<file path="src/inc/asb_pkg.sv">
// Purpose: Constants and types for the acceleration sample buffer
// Assumes: APB slave with 32-bit data, one word per register
// Notes: Depth is a power of two so pointers wrap on their own
`default_nettype none
package asb_pkg;
    localparam int unsigned DEPTH = 32;
    localparam int unsigned PTR_W = 5;
    localparam int unsigned CNT_W = 6;
    localparam int unsigned SMP_W = 48;
    localparam logic [CNT_W-1:0] FULL_COUNT = 6'h20;
    // Register byte offsets
    localparam logic [7:0] OFS_CTRL = 8'h00;
    localparam logic [7:0] OFS_THRESH = 8'h04;
    localparam logic [7:0] OFS_STATUS = 8'h08;
    localparam logic [7:0] OFS_DATA = 8'h0C;
    localparam logic [7:0] OFS_INT_STAT = 8'h10;
    localparam logic [7:0] OFS_INT_MASK = 8'h14;
    // Field positions
    localparam int unsigned CTRL_RES_BIT = 2;
    localparam int unsigned CTRL_CLR_BIT = 8;
    localparam int unsigned ST_TRIG_BIT = 8;
    localparam int unsigned ST_FULL_BIT = 9;
    localparam int unsigned ST_WM_BIT = 10;
    localparam int unsigned ST_BEYOND_POS = 16;
    localparam int unsigned INT_WM_BIT = 0;
    localparam int unsigned INT_FULL_BIT = 1;
    localparam int unsigned INT_TRIG_BIT = 2;
    // Reset values
    localparam logic [6:0] THRESH_RESET = 7'h00;
    localparam logic [2:0] INT_MASK_RESET = 3'h0;
    // Bytes per sample at each resolution
    localparam logic [2:0] BYTES_LOW = 3'h3;
    localparam logic [2:0] BYTES_HIGH = 3'h6;

    typedef enum logic [1:0] {
        ASB_MODE_FIFO = 2'h0,
        ASB_MODE_STREAM = 2'h1,
        ASB_MODE_TRIGGER = 2'h3,
        ASB_MODE_LIFO = 2'h2
    } asb_mode_t;
endpackage
`default_nettype wire

</file>
<file path="src/inc/asb_mem_if.sv">
// Purpose: Carrier between buffer control and sample storage
// Assumes: One write port and one registered read port
// Notes: Read data lags the read address by one clock
`timescale 1ns/100ps
`default_nettype none
interface asb_mem_if;
    logic we;
    logic [asb_pkg::PTR_W-1:0] waddr;
    logic [asb_pkg::SMP_W-1:0] wdata;
    logic [asb_pkg::PTR_W-1:0] raddr;
    logic [asb_pkg::SMP_W-1:0] rdata;
    modport ctrl (output we, output waddr, output wdata, output raddr, input rdata);
    modport mem (input we, input waddr, input wdata, input raddr, output rdata);
endinterface
`default_nettype wire

</file>
<file path="src/hw/asb_sample_mem.sv">
// Purpose: Sample storage, one word per three-axis sample
// Assumes: Single clock, read data registered
// Notes: Contents are not reset; pointers define what is valid
`timescale 1ns/100ps
`default_nettype none
module asb_sample_mem (
    // Clock
    input wire logic i_sys_clk,
    // Storage port
    asb_mem_if.mem mem
);
    logic [asb_pkg::SMP_W-1:0] store [asb_pkg::DEPTH];
    logic [asb_pkg::SMP_W-1:0] rdata_q;

    // Write and registered read
    always_ff @(posedge i_sys_clk) begin
        if (mem.we) begin
            store[mem.waddr] <= mem.wdata;
        end
        rdata_q <= store[mem.raddr];
    end

    assign mem.rdata = rdata_q;
endmodule
`default_nettype wire

</file>
<file path="src/hw/asb_top.sv">
// Purpose: Acceleration sample buffer with four modes behind APB
// Assumes: One sample strobe per output data period, trigger pulse
// Notes on behaviour
// - After trigger, stop discarding; append until full
// - Trigger fill done halts collection, keeps history
// - Keep storing past threshold until capacity
// - FIFO and post-event trigger: full buffer refuses samples
// - Stream and LIFO: full drops oldest per sample
// - Non-LIFO read removes oldest sample
// - LIFO read removes newest sample
// - Watermark while count at or above threshold, except in trigger mode
// - Trigger mode pre-event: at threshold drop oldest
// - Samples stored at selected resolution
`timescale 1ns/100ps
`default_nettype none
module asb_top (
    // Clock and reset
    input wire logic i_sys_clk,
    input wire logic i_sys_rst,
    // APB slave
    input wire logic i_psel,
    input wire logic i_penable,
    input wire logic i_pwrite,
    input wire logic [7:0] i_paddr,
    input wire logic [31:0] i_pwdata,
    output logic [31:0] o_prdata,
    output logic o_pready,
    output logic o_pslverr,
    // Sample input
    input wire logic i_sample_valid,
    input wire logic [11:0] i_sample_x,
    input wire logic [11:0] i_sample_y,
    input wire logic [11:0] i_sample_z,
    input wire logic i_trigger,
    // Interrupt
    output logic o_irq
);
    typedef struct packed {
        asb_pkg::asb_mode_t mode;
        logic res;
        logic [6:0] thresh;
        logic [asb_pkg::PTR_W-1:0] rd_ptr;
        logic [asb_pkg::PTR_W-1:0] wr_ptr;
        logic [asb_pkg::CNT_W-1:0] count;
        logic trig_seen;
        logic [2:0] byte_idx;
        logic wait_q;
        logic pend;
        logic [asb_pkg::SMP_W-1:0] pend_word;
        logic [2:0] int_stat;
        logic [2:0] int_mask;
        logic wm_last;
        logic full_last;
        logic trig_last;
        logic [31:0] prdata;
        logic slverr;
    } asb_state_t;

    asb_state_t state_q;
    asb_state_t state_d;
    asb_mem_if mem_bus ();

    // Storage
    asb_sample_mem u_mem (
        .i_sys_clk(i_sys_clk),
        .mem(mem_bus)
    );

    // Pack a sample, low resolution keeps only the upper 8 bits
    function automatic logic [asb_pkg::SMP_W-1:0] pack_sample(
        input logic res, input logic [11:0] x, input logic [11:0] y, input logic [11:0] z);
        logic [3:0] m;
        m = res ? 4'hF : 4'h0;
        return {z[11:4], z[3:0] & m, 4'h0, y[11:4], y[3:0] & m, 4'h0,
            x[11:4], x[3:0] & m, 4'h0};
    endfunction

    // Pick a byte; word bytes are X_L X_H Y_L Y_H Z_L Z_H from bit 0
    function automatic logic [7:0] pick_byte(
        input logic [asb_pkg::SMP_W-1:0] w, input logic res, input logic [2:0] idx);
        logic [2:0] slot;
        slot = res ? idx : 3'(({1'b0, idx[1:0]} << 1) + 3'h1);
        return w[8*slot +: 8];
    endfunction

    // Bytes in one sample at the chosen resolution
    function automatic logic [2:0] sample_bytes(input logic res);
        return res ? asb_pkg::BYTES_HIGH : asb_pkg::BYTES_LOW;
    endfunction

    // Pointer step back by one
    function automatic logic [asb_pkg::PTR_W-1:0] ptr_dec(input logic [asb_pkg::PTR_W-1:0] p);
        return p - 1'b1;
    endfunction

    logic acc_first;
    logic acc_done;
    logic data_sel;
    logic lifo;
    logic full;
    logic at_thresh;
    logic watermark;
    logic trig_flag;
    logic take;
    logic [asb_pkg::SMP_W-1:0] take_word;
    logic [2:0] nbytes;
    logic [2:0] sel_idx;
    logic [6:0] cnt_ext;
    logic [asb_pkg::CNT_W-1:0] beyond;

    // Decoded conditions from current state
    always_comb begin
        acc_first = i_psel & i_penable & ~state_q.wait_q;
        acc_done = i_psel & i_penable & state_q.wait_q;
        data_sel = i_psel & (i_paddr == asb_pkg::OFS_DATA);
        lifo = state_q.mode == asb_pkg::ASB_MODE_LIFO;
        full = state_q.count == asb_pkg::FULL_COUNT;
        // Count widened to the threshold field so large thresholds never fold
        cnt_ext = {1'b0, state_q.count};
        at_thresh = cnt_ext >= state_q.thresh;
        watermark = at_thresh && (state_q.mode != asb_pkg::ASB_MODE_TRIGGER);
        trig_flag = state_q.trig_seen && at_thresh;
        beyond = at_thresh ? asb_pkg::CNT_W'(cnt_ext - state_q.thresh) : '0;
        nbytes = sample_bytes(state_q.res);
        sel_idx = lifo ? 3'(nbytes - 3'h1 - state_q.byte_idx) : state_q.byte_idx;
        take = i_sample_valid | state_q.pend;
        take_word = i_sample_valid ?
            pack_sample(state_q.res, i_sample_x, i_sample_y, i_sample_z) :
            state_q.pend_word;
    end

    // Next state
    always_comb begin
        logic push;
        logic drop;
        push = 1'b0;
        drop = 1'b0;
        state_d = state_q;
        mem_bus.we = 1'b0;
        mem_bus.waddr = state_q.wr_ptr;
        mem_bus.wdata = take_word;
        mem_bus.raddr = lifo ? ptr_dec(state_q.wr_ptr) : state_q.rd_ptr;

        // Sample intake, deferred while the data register is selected on the bus, read or write
        // A sample arriving while one is pending replaces it
        if (take && data_sel) begin
            state_d.pend = 1'b1;
            state_d.pend_word = take_word;
        end else if (take) begin
            state_d.pend = 1'b0;
            unique case (state_q.mode)
                asb_pkg::ASB_MODE_FIFO: begin
                    push = ~full;
                end
                asb_pkg::ASB_MODE_STREAM, asb_pkg::ASB_MODE_LIFO: begin
                    push = 1'b1;
                    drop = full;
                end
                asb_pkg::ASB_MODE_TRIGGER: begin
                    if (state_q.trig_seen) begin
                        push = ~full;
                    end else begin
                        push = 1'b1;
                        // A full buffer drops too, whatever the threshold
                        drop = at_thresh | full;
                    end
                end
            endcase
        end
        if (push) begin
            mem_bus.we = 1'b1;
            state_d.wr_ptr = state_q.wr_ptr + 1'b1;
            if (drop) begin
                state_d.rd_ptr = state_q.rd_ptr + 1'b1;
            end else begin
                state_d.count = state_q.count + 1'b1;
            end
        end

        // APB: setup, then two access cycles; read data latched in the first
        state_d.wait_q = acc_first;
        if (acc_first) begin
            state_d.slverr = 1'b0;
            state_d.prdata = '0;
            unique case (i_paddr)
                asb_pkg::OFS_CTRL: begin
                    state_d.prdata = {29'h0, state_q.res, state_q.mode};
                end
                asb_pkg::OFS_THRESH: begin
                    state_d.prdata = {25'h0, state_q.thresh};
                end
                asb_pkg::OFS_STATUS: begin
                    state_d.prdata[asb_pkg::CNT_W-1:0] = state_q.count;
                    state_d.prdata[asb_pkg::ST_TRIG_BIT] = trig_flag;
                    state_d.prdata[asb_pkg::ST_FULL_BIT] = full;
                    state_d.prdata[asb_pkg::ST_WM_BIT] = watermark;
                    state_d.prdata[asb_pkg::ST_BEYOND_POS +: asb_pkg::CNT_W] = beyond;
                end
                asb_pkg::OFS_DATA: begin
                    if (state_q.count != '0) begin
                        state_d.prdata = {24'h0, pick_byte(mem_bus.rdata, state_q.res, sel_idx)};
                    end
                end
                asb_pkg::OFS_INT_STAT: begin
                    state_d.prdata = {29'h0, state_q.int_stat};
                end
                asb_pkg::OFS_INT_MASK: begin
                    state_d.prdata = {29'h0, state_q.int_mask};
                end
                default: begin
                    state_d.slverr = 1'b1;
                end
            endcase
        end

        // Data read completion: pop a sample after its last byte
        if (acc_done && !i_pwrite && i_paddr == asb_pkg::OFS_DATA && state_q.count != '0) begin
            if (state_q.byte_idx == 3'(nbytes - 3'h1)) begin
                state_d.byte_idx = 3'h0;
                state_d.count = state_q.count - 1'b1;
                if (lifo) begin
                    state_d.wr_ptr = ptr_dec(state_q.wr_ptr);
                end else begin
                    state_d.rd_ptr = state_q.rd_ptr + 1'b1;
                end
            end else begin
                state_d.byte_idx = state_q.byte_idx + 3'h1;
            end
        end

        // Register writes
        if (acc_done && i_pwrite) begin
            unique case (i_paddr)
                asb_pkg::OFS_CTRL: begin
                    state_d.mode = asb_pkg::asb_mode_t'(i_pwdata[1:0]);
                    state_d.res = i_pwdata[asb_pkg::CTRL_RES_BIT];
                    state_d.byte_idx = 3'h0;
                    if (i_pwdata[asb_pkg::CTRL_CLR_BIT]) begin
                        state_d.rd_ptr = '0;
                        state_d.wr_ptr = '0;
                        state_d.count = '0;
                        state_d.trig_seen = 1'b0;
                        state_d.pend = 1'b0;
                    end
                end
                asb_pkg::OFS_THRESH: begin
                    state_d.thresh = i_pwdata[6:0];
                end
                asb_pkg::OFS_INT_STAT: begin
                    state_d.int_stat = state_q.int_stat & ~i_pwdata[2:0];
                end
                asb_pkg::OFS_INT_MASK: begin
                    state_d.int_mask = i_pwdata[2:0];
                end
                default: begin
                end
            endcase
        end

        // Trigger capture in trigger mode only; it comes after the
        // register writes so that an event wins over a buffer clear
        if (i_trigger && state_q.mode == asb_pkg::ASB_MODE_TRIGGER) begin
            state_d.trig_seen = 1'b1;
        end

        // Sticky events, set wins over a clear in the same cycle
        state_d.wm_last = watermark;
        state_d.full_last = full;
        state_d.trig_last = trig_flag;
        if (watermark && !state_q.wm_last) begin
            state_d.int_stat[asb_pkg::INT_WM_BIT] = 1'b1;
        end
        if (full && !state_q.full_last) begin
            state_d.int_stat[asb_pkg::INT_FULL_BIT] = 1'b1;
        end
        if (trig_flag && !state_q.trig_last) begin
            state_d.int_stat[asb_pkg::INT_TRIG_BIT] = 1'b1;
        end
    end

    // State register
    always_ff @(posedge i_sys_clk) begin
        if (i_sys_rst) begin
            state_q <= '0;
            state_q.thresh <= asb_pkg::THRESH_RESET;
            state_q.int_mask <= asb_pkg::INT_MASK_RESET;
        end else begin
            state_q <= state_d;
        end
    end

    // Bus response, read data from the register
    assign o_prdata = state_q.prdata;
    assign o_pslverr = state_q.slverr & o_pready;

    // Ready only in the second access cycle: one wait state
    assign o_pready = i_psel & i_penable & state_q.wait_q;

    // Level interrupt while an unmasked sticky bit is set
    assign o_irq = |(state_q.int_stat & state_q.int_mask);
endmodule
`default_nettype wire

</file>
<file path="config.mk">
export PLATFORM = sky130hd
export DESIGN_NAME = asb_top
export DESIGN_NICKNAME = d
export VERILOG_FILES = /design/src/inc/asb_pkg.sv /design/src/inc/asb_mem_if.sv /design/src/hw/asb_sample_mem.sv /design/src/hw/asb_top.sv
export SDC_FILE = /design/constraint.sdc
export NUM_CORES = 2
export LEC_CHECK = 0
export BUFFER_PORTS_ARGS = -buffer_cell sky130_fd_sc_hd__buf_2
export CAP_MARGIN = 20
export CORE_MARGIN = 3
export CORE_UTILIZATION = 45
export DETAILED_ROUTE_END_ITERATION = 8
export GPL_TIMING_DRIVEN = 1
export SETUP_SLACK_MARGIN = 0.02
export SLEW_MARGIN = 20
export SYNTH_ARGS = -nofsm -noshare
export SYNTH_HDL_FRONTEND = slang
export SYNTH_HIERARCHICAL = 1
export SYNTH_SLANG_ARGS = --single-unit
</file>
<file path="constraint.sdc">
create_clock -name i_sys_clk -period 10.3 [get_ports i_sys_clk]
set_clock_uncertainty 0.05 [all_clocks]
set_input_delay 0.515 -clock i_sys_clk [delete_from_list [all_inputs] [get_ports i_sys_clk]]
set_output_delay 0.515 -clock i_sys_clk [all_outputs]
set_load 0.01 [all_outputs]
</file>
# ---- Word-level counts from Yosys, hierarchy flattened
# Memories as Yosys holds them, arrays and structs flattened. A register that Yosys moved wholly into a read port is not among the register bits.
# Index checks and enable logic that the tools add are counted.
dict set report op_classes {
  add_sub_neg 10
  magnitude_cmp 1
  eq_ne 11
  n_shift 1
  n_mux 50
  bitwise 15
  n_reduce_logical 37
}
# op n
set ops {}
lappend ops {{16-bit two-way mux} 3}
lappend ops {{48-bit two-way mux} 1}
lappend ops {{48-bit by 7-bit variable part select with 8-bit output} 1}
lappend ops {{20-bit two-way mux} 2}
lappend ops {{6-bit case mux with 6 select lines} 1}
lappend ops {{5-bit two-way mux} 5}
lappend ops {{3-bit two-way mux} 7}
lappend ops {{1-bit two-way mux} 19}
lappend ops {{6-bit two-way mux} 3}
lappend ops {{2-bit nonzero test} 9}
lappend ops {{17-bit two-way mux} 1}
lappend ops {{8-bit by 4-bit == test with 1-bit output, second input constant} 2}
lappend ops {{8-bit by 5-bit == test with 1-bit output, second input constant} 2}
lappend ops {{4-bit bitwise AND} 3}
lappend ops {{6-bit case mux with 2 select lines} 1}
lappend ops {{2-bit AND reduction} 6}
lappend ops {{1-bit logical AND} 11}
lappend ops {{5-bit by 1-bit adder with 5-bit output, second input constant} 2}
lappend ops {{10-bit two-way mux} 1}
lappend ops {{8-bit by 3-bit == test with 1-bit output, second input constant} 1}
lappend ops {{8-bit logical NOT} 1}
lappend ops {{8-bit two-way mux} 1}
lappend ops {{6-bit by 7-bit >= comparator with 1-bit output} 1}
lappend ops {{3-bit by 1-bit adder with 3-bit output, second input constant} 2}
lappend ops {{28 further kinds} 39}
dict set report word_totals {
  regBits 122
  ramBits 1536
  output_inout_bits 35
  word_cells 146
  memories 1
}
# name depth width rd rd_clocked_by_memory_dff wr line
set memory_table {}
lappend memory_table {u_mem.store 32 48 1 1 1 asb_sample_mem.sv:12} ;# logic [asb_pkg::SMP_W-1:0] store [asb_pkg::DEPTH];

# ---- Depth between registers and ports, before layout
dict set report logic_depth {
  ltp_word 15
  ltp_mapped 14
  mapped_depth_nobuf 10
}

# ---- Cells and area by module
# The synthesis kept the hierarchy.
# mod n_inst cells_each area_each_um2 seq_area_each_um2
set by_module_without_submodules {}
lappend by_module_without_submodules {asb_sample_mem 1 3364 60724.5 47085.2}
lappend by_module_without_submodules {asb_top 1 736 6103.4 2142.1}

# ---- Worst setup path before layout
# OpenSTA, ideal clock, no wires.
dict set report synth_path {
  path_kind {register -> register}
  from {register state_q (netlist bit cnt_ext[1])}
  to {memory u_mem/store[28][0] (netlist bit) (enable)}
  setup_time_ns 0.454
  t_arrival_ns 4.346
  slack_ns 5.450
  stages_incl_launch_ff 10
  period_less_slack_ns 4.850
  cell_sequence {dfxtp_1 -> inv_1 -> ha_1 -> or4b_4 -> o32ai_1 -> a311oi_1 -> clkbuf_1 -> or3b_2 -> clkbuf_1 -> nor2_1}
}
dict set report synth_between {
  elab_chain_cells 9
}
# element line
set synth_lines {}
lappend synth_lines {{start: declaration} asb_top.sv:59} ;# asb_state_t state_q;
lappend synth_lines {{start signal: assignment} asb_top.sv:288} ;# state_q <= state_d;
lappend synth_lines {{6-bit == test (*)} asb_top.sv:117} ;# full = state_q.count == asb_pkg::FULL_COUNT;
lappend synth_lines {{1-bit inverter (*)} {asb_top.sv:153, asb_top.sv:161}}
lappend synth_lines {{1-bit two-way mux} asb_top.sv:160} ;# if (state_q.trig_seen) begin
lappend synth_lines {{1-bit case mux with 3 select lines (*)} asb_top.sv:151} ;# unique case (state_q.mode)
lappend synth_lines {{1-bit two-way mux (*)} asb_top.sv:149} ;# end else if (take) begin
lappend synth_lines {{1-bit two-way mux (*)} asb_top.sv:146} ;# if (take && data_sel) begin
lappend synth_lines {{1-bit two-way mux (*)} asb_top.sv:170} ;# if (push) begin
lappend synth_lines {{net mem_bus.we} asb_mem_if.sv:7} ;# logic we;
lappend synth_lines {{1-bit two-way mux (*)} asb_sample_mem.sv:17} ;# if (mem.we) begin
lappend synth_lines {{1-bit two-way mux (not written as such) (*)} asb_sample_mem.sv:18} ;# store[mem.waddr] <= mem.wdata;
lappend synth_lines {{end: declaration} asb_sample_mem.sv:12}
# The timed path passes the listed nets; every way through them passes the cells marked *.

# ---- Final worst setup path
dict set report layout_path {
  from {register state_q (netlist bit cnt_ext[1])}
  to {memory u_mem/store[21][23] (netlist bit) (enable)}
}
dict set report layout_between {
  elab_chain_cells 9
}
# element line
set layout_lines {}
lappend layout_lines {{6-bit == test (*)} asb_top.sv:117}
lappend layout_lines {{1-bit inverter (*)} {asb_top.sv:153, asb_top.sv:161}}
lappend layout_lines {{1-bit two-way mux} asb_top.sv:160}
lappend layout_lines {{1-bit case mux with 3 select lines (*)} asb_top.sv:151}
lappend layout_lines {{1-bit two-way mux (*)} asb_top.sv:149}
lappend layout_lines {{1-bit two-way mux (*)} asb_top.sv:146}
lappend layout_lines {{1-bit two-way mux (*)} asb_top.sv:170}
lappend layout_lines {{1-bit two-way mux (*)} asb_sample_mem.sv:17}
lappend layout_lines {{1-bit two-way mux (not written as such) (*)} asb_sample_mem.sv:18}
# Every way passes the cells marked *; elsewhere a longest branch is shown, timed or not.

==> qor.yml <==
status: "completed"
multiInputGateArea_mm2: 0.01621
n_fill_cell: 12043
ir_drop_mv: 0.1308
tightestPinTransition_ns: 1.193
synth_seq_cells: 1691
path_class: "flop to flop"
yosys.area.top_type_share_pct: 69.02
end_kind: "flop"
vias: 36377
antenna_found_initial: 6
syn-cell-area_mm2: 0.06683
clk_path_buf_depth: 3
synth_simple_gate_area_share_pct: 4.606
initial_core_util_pct: 45.58
drive_gt1_share_pct: 11.22
ys_types: 64
place.gp.congestion: 0.7920
cts_made_buffers: 167
setup_viol: 0
pin_count: 118
synth_compound_area_share_pct: 5.780
cts_resized: 0
synth.largest_area_cell: "edfxtp_1"
synth_adder_area_share_pct: 0.3782
min_path_type: "input port to flop"
cp_max_fo: 35
synthArstFlopShare_pct: 0
port_buffers: 78
ys.flop_type: "edfxtp_1"
seq_area_mm2: 0.04923
arrival_ns: 5.31
setup_tns_ns: 0
hold_viol_final: 0
synth_area_leaders: "edfxtp_1 (69%), mux2i_1 (12%), dfxtp_1 (4.6%)"
grt_pass1_vias: 34668
insertion_delay_ns: 0.79
total_power_mw: 13.66
grt_max_degree: 148
synth-edff-count: 1536
clock_sinks: 1691
htree_levels: 4
die_x_um: 391.4
fmax_mhz: 201.1
synth_mux_area_share_pct: 12.66
die_h_um: 391.4
p_leak_nw: 22.38
cellPowerDensity_mw_per_mm2: 183.6
dieArea_mm2: 0.1532
cts_tree: "built"
grt_pass1_wl_um: 242900
nets: 4280
grt_use_total_pct: 21.75
required_ns: 10.64
slew_headroom_pct: 20.44
syn2layout_area_growth_pct: 11.38
cts_root_buf: "clkbuf_16"
max-cap-violations: 0
seq_area_frac_synth_pct: 73.66
synth_most_common_cell: "edfxtp_1"
path_clk_slew_ns: 0.07
drc: 0
drv_slew: 0
grt_overflow: 0
avgSynthCellArea_um2: 16.30
ant_nets: 0
synthCells: 4100
setup.worst_path.start_class: "flop"
synth-xor-area-share_pct: 0.2490
dr.pass1.iters: 5
synth_top_family_by_area: "multiplexers"
fin_crit_sh_pct: 48.29
row_count: 140
fin_crit_ns: 4.973
viasPerCell: 5.827
rsz0062_at_grt: "no"
ys_top_cells_by_count: "edfxtp_1 (1536), mux2i_1 (809), a21oi_1 (196), nand2_1 (183), a22oi_1 (156)"
wl_per_cell_um: 27.03
dr.first_iter.drc_count: 3425
dp.final_hpwl_um: 81720
core_area_mm2: 0.1466
routed_wl_um: 168700
yosysWarnings: 6
-- cells by family after synthesis --
group / after synthesis
AO/OA/AOI/OAI: 575
other: 1
flip-flops: 1691
adder cells (fa/ha/maj): 19
XOR/XNOR: 19
AND/OR/NAND/NOR: 658
buffers and inverters: 296
multiplexers: 841
-- sequential cells by signal (all words and copies together), names as in the netlist --
signal / cells
u_mem/mem.rdata: 48
mem_bus.waddr: 5
cnt_ext: 6
o_prdata: 17
state_q: 79
u_mem/store: 1536
-- layout by cell type, fill, tap and decap left out, drive strengths merged, types with 12 or more instances in the layout --
cell | synthesis | final
nor2 | 129 | 129
conb | 1 | 15
a22o | 112 | 112
nor2b | 17 | 17
xnor2 | 12 | 12
o21ai | 36 | 36
nor3 | 109 | 109
ha | 17 | 17
mux2 | 32 | 32
a31oi | 51 | 51
dfxtp | 155 | 155
a22oi | 156 | 156
inv | 26 | 34
a21oi | 196 | 196
clkinv | 0 | 49
and2 | 16 | 16
buf | 175 | 157
mux2i | 809 | 809
edfxtp | 1536 | 1536
clkbuf | 95 | 246
nand2 | 183 | 183
nand3 | 154 | 154
-- final timing paths --
check,cells past startpoint,slack (ns),start,end
setup / recovery,9,5.33,cnt_ext[1],u_mem/store[21][23]
hold / removal,2,0.12,i_sys_rst,state_q[115]
setup reg to reg,9,5.33,cnt_ext[1],u_mem/store[21][23]
hold reg to reg,1,0.39,state_q[35],state_q[39]
-- cell type report --
type / instances / share of cell area (%)
clock inverters: 67 / 0.7649
diodes: 4 / 0.01345
repair buffers: 165 / 1.610
clock buffers: 246 / 6.344
flip-flops and latches: 1691 / 66.14
well taps: 1917 / 3.222
multi-input cells: 2127 / 21.78
inverters: 26 / 0.1311
-- routing by layer --
metal | up-vias | part of all wire (%) | track usage (%) | wire length (um)
li1 | 16117 | - | - | -
met1 | 18885 | 45 | 31.38 | 75320
met2 | 1131 | 47 | 34.38 | 79220
met3 | 244 | 6.3 | 3.478 | 10550
met4 | 0 | 2.2 | 5.867 | 3649
met5 | - | 0 | 0 | 0
-- what timing repair did --
action                                 CTS  global route
hold buffers                             8             0
buffers inserted                         0             0
endpoints found under the hold margin   17             0
-- power breakdown --
group | total [mW] | internal [mW] | switching, mW | leakage [nW]
clock | 5.89 | 3.38 | 2.51 | 2.59
sequential | 7.51 | 7.48 | 0.0237 | 14.6
combinational | 0.261 | 0.0744 | 0.187 | 5.19
-- metrics by stage --
stage	instance area, um2	instances	util [%]	hold slack, ns	worst slack (ns)
2_1_floorplan	66880	4114	-	0.3488	5.450
3_3_place_gp	69010	5917	47.07	0.3615	5.394
3_5_place_dp	69020	5917	47.07	0.3672	5.335
4_1_cts	74390	6238	50.74	0.06455	5.301
5_1_grt	74430	6242	50.76	0.1262	5.133
6_report	74430	6243	50.77	0.1176	5.327
-- critical path, cell delays in order, from the launching register on --
cell	delay (ns)
dfxtp_1	0.48
inv_1	0.17
ha_1	0.26
or4b_4	0.24
o32ai_1	0.08
a311oi_1	0.62
buf_4	0.30
nand3b_1	0.63
nor2_4	0.86
buf_4	0.83
(Power assumes the default switching activity.)
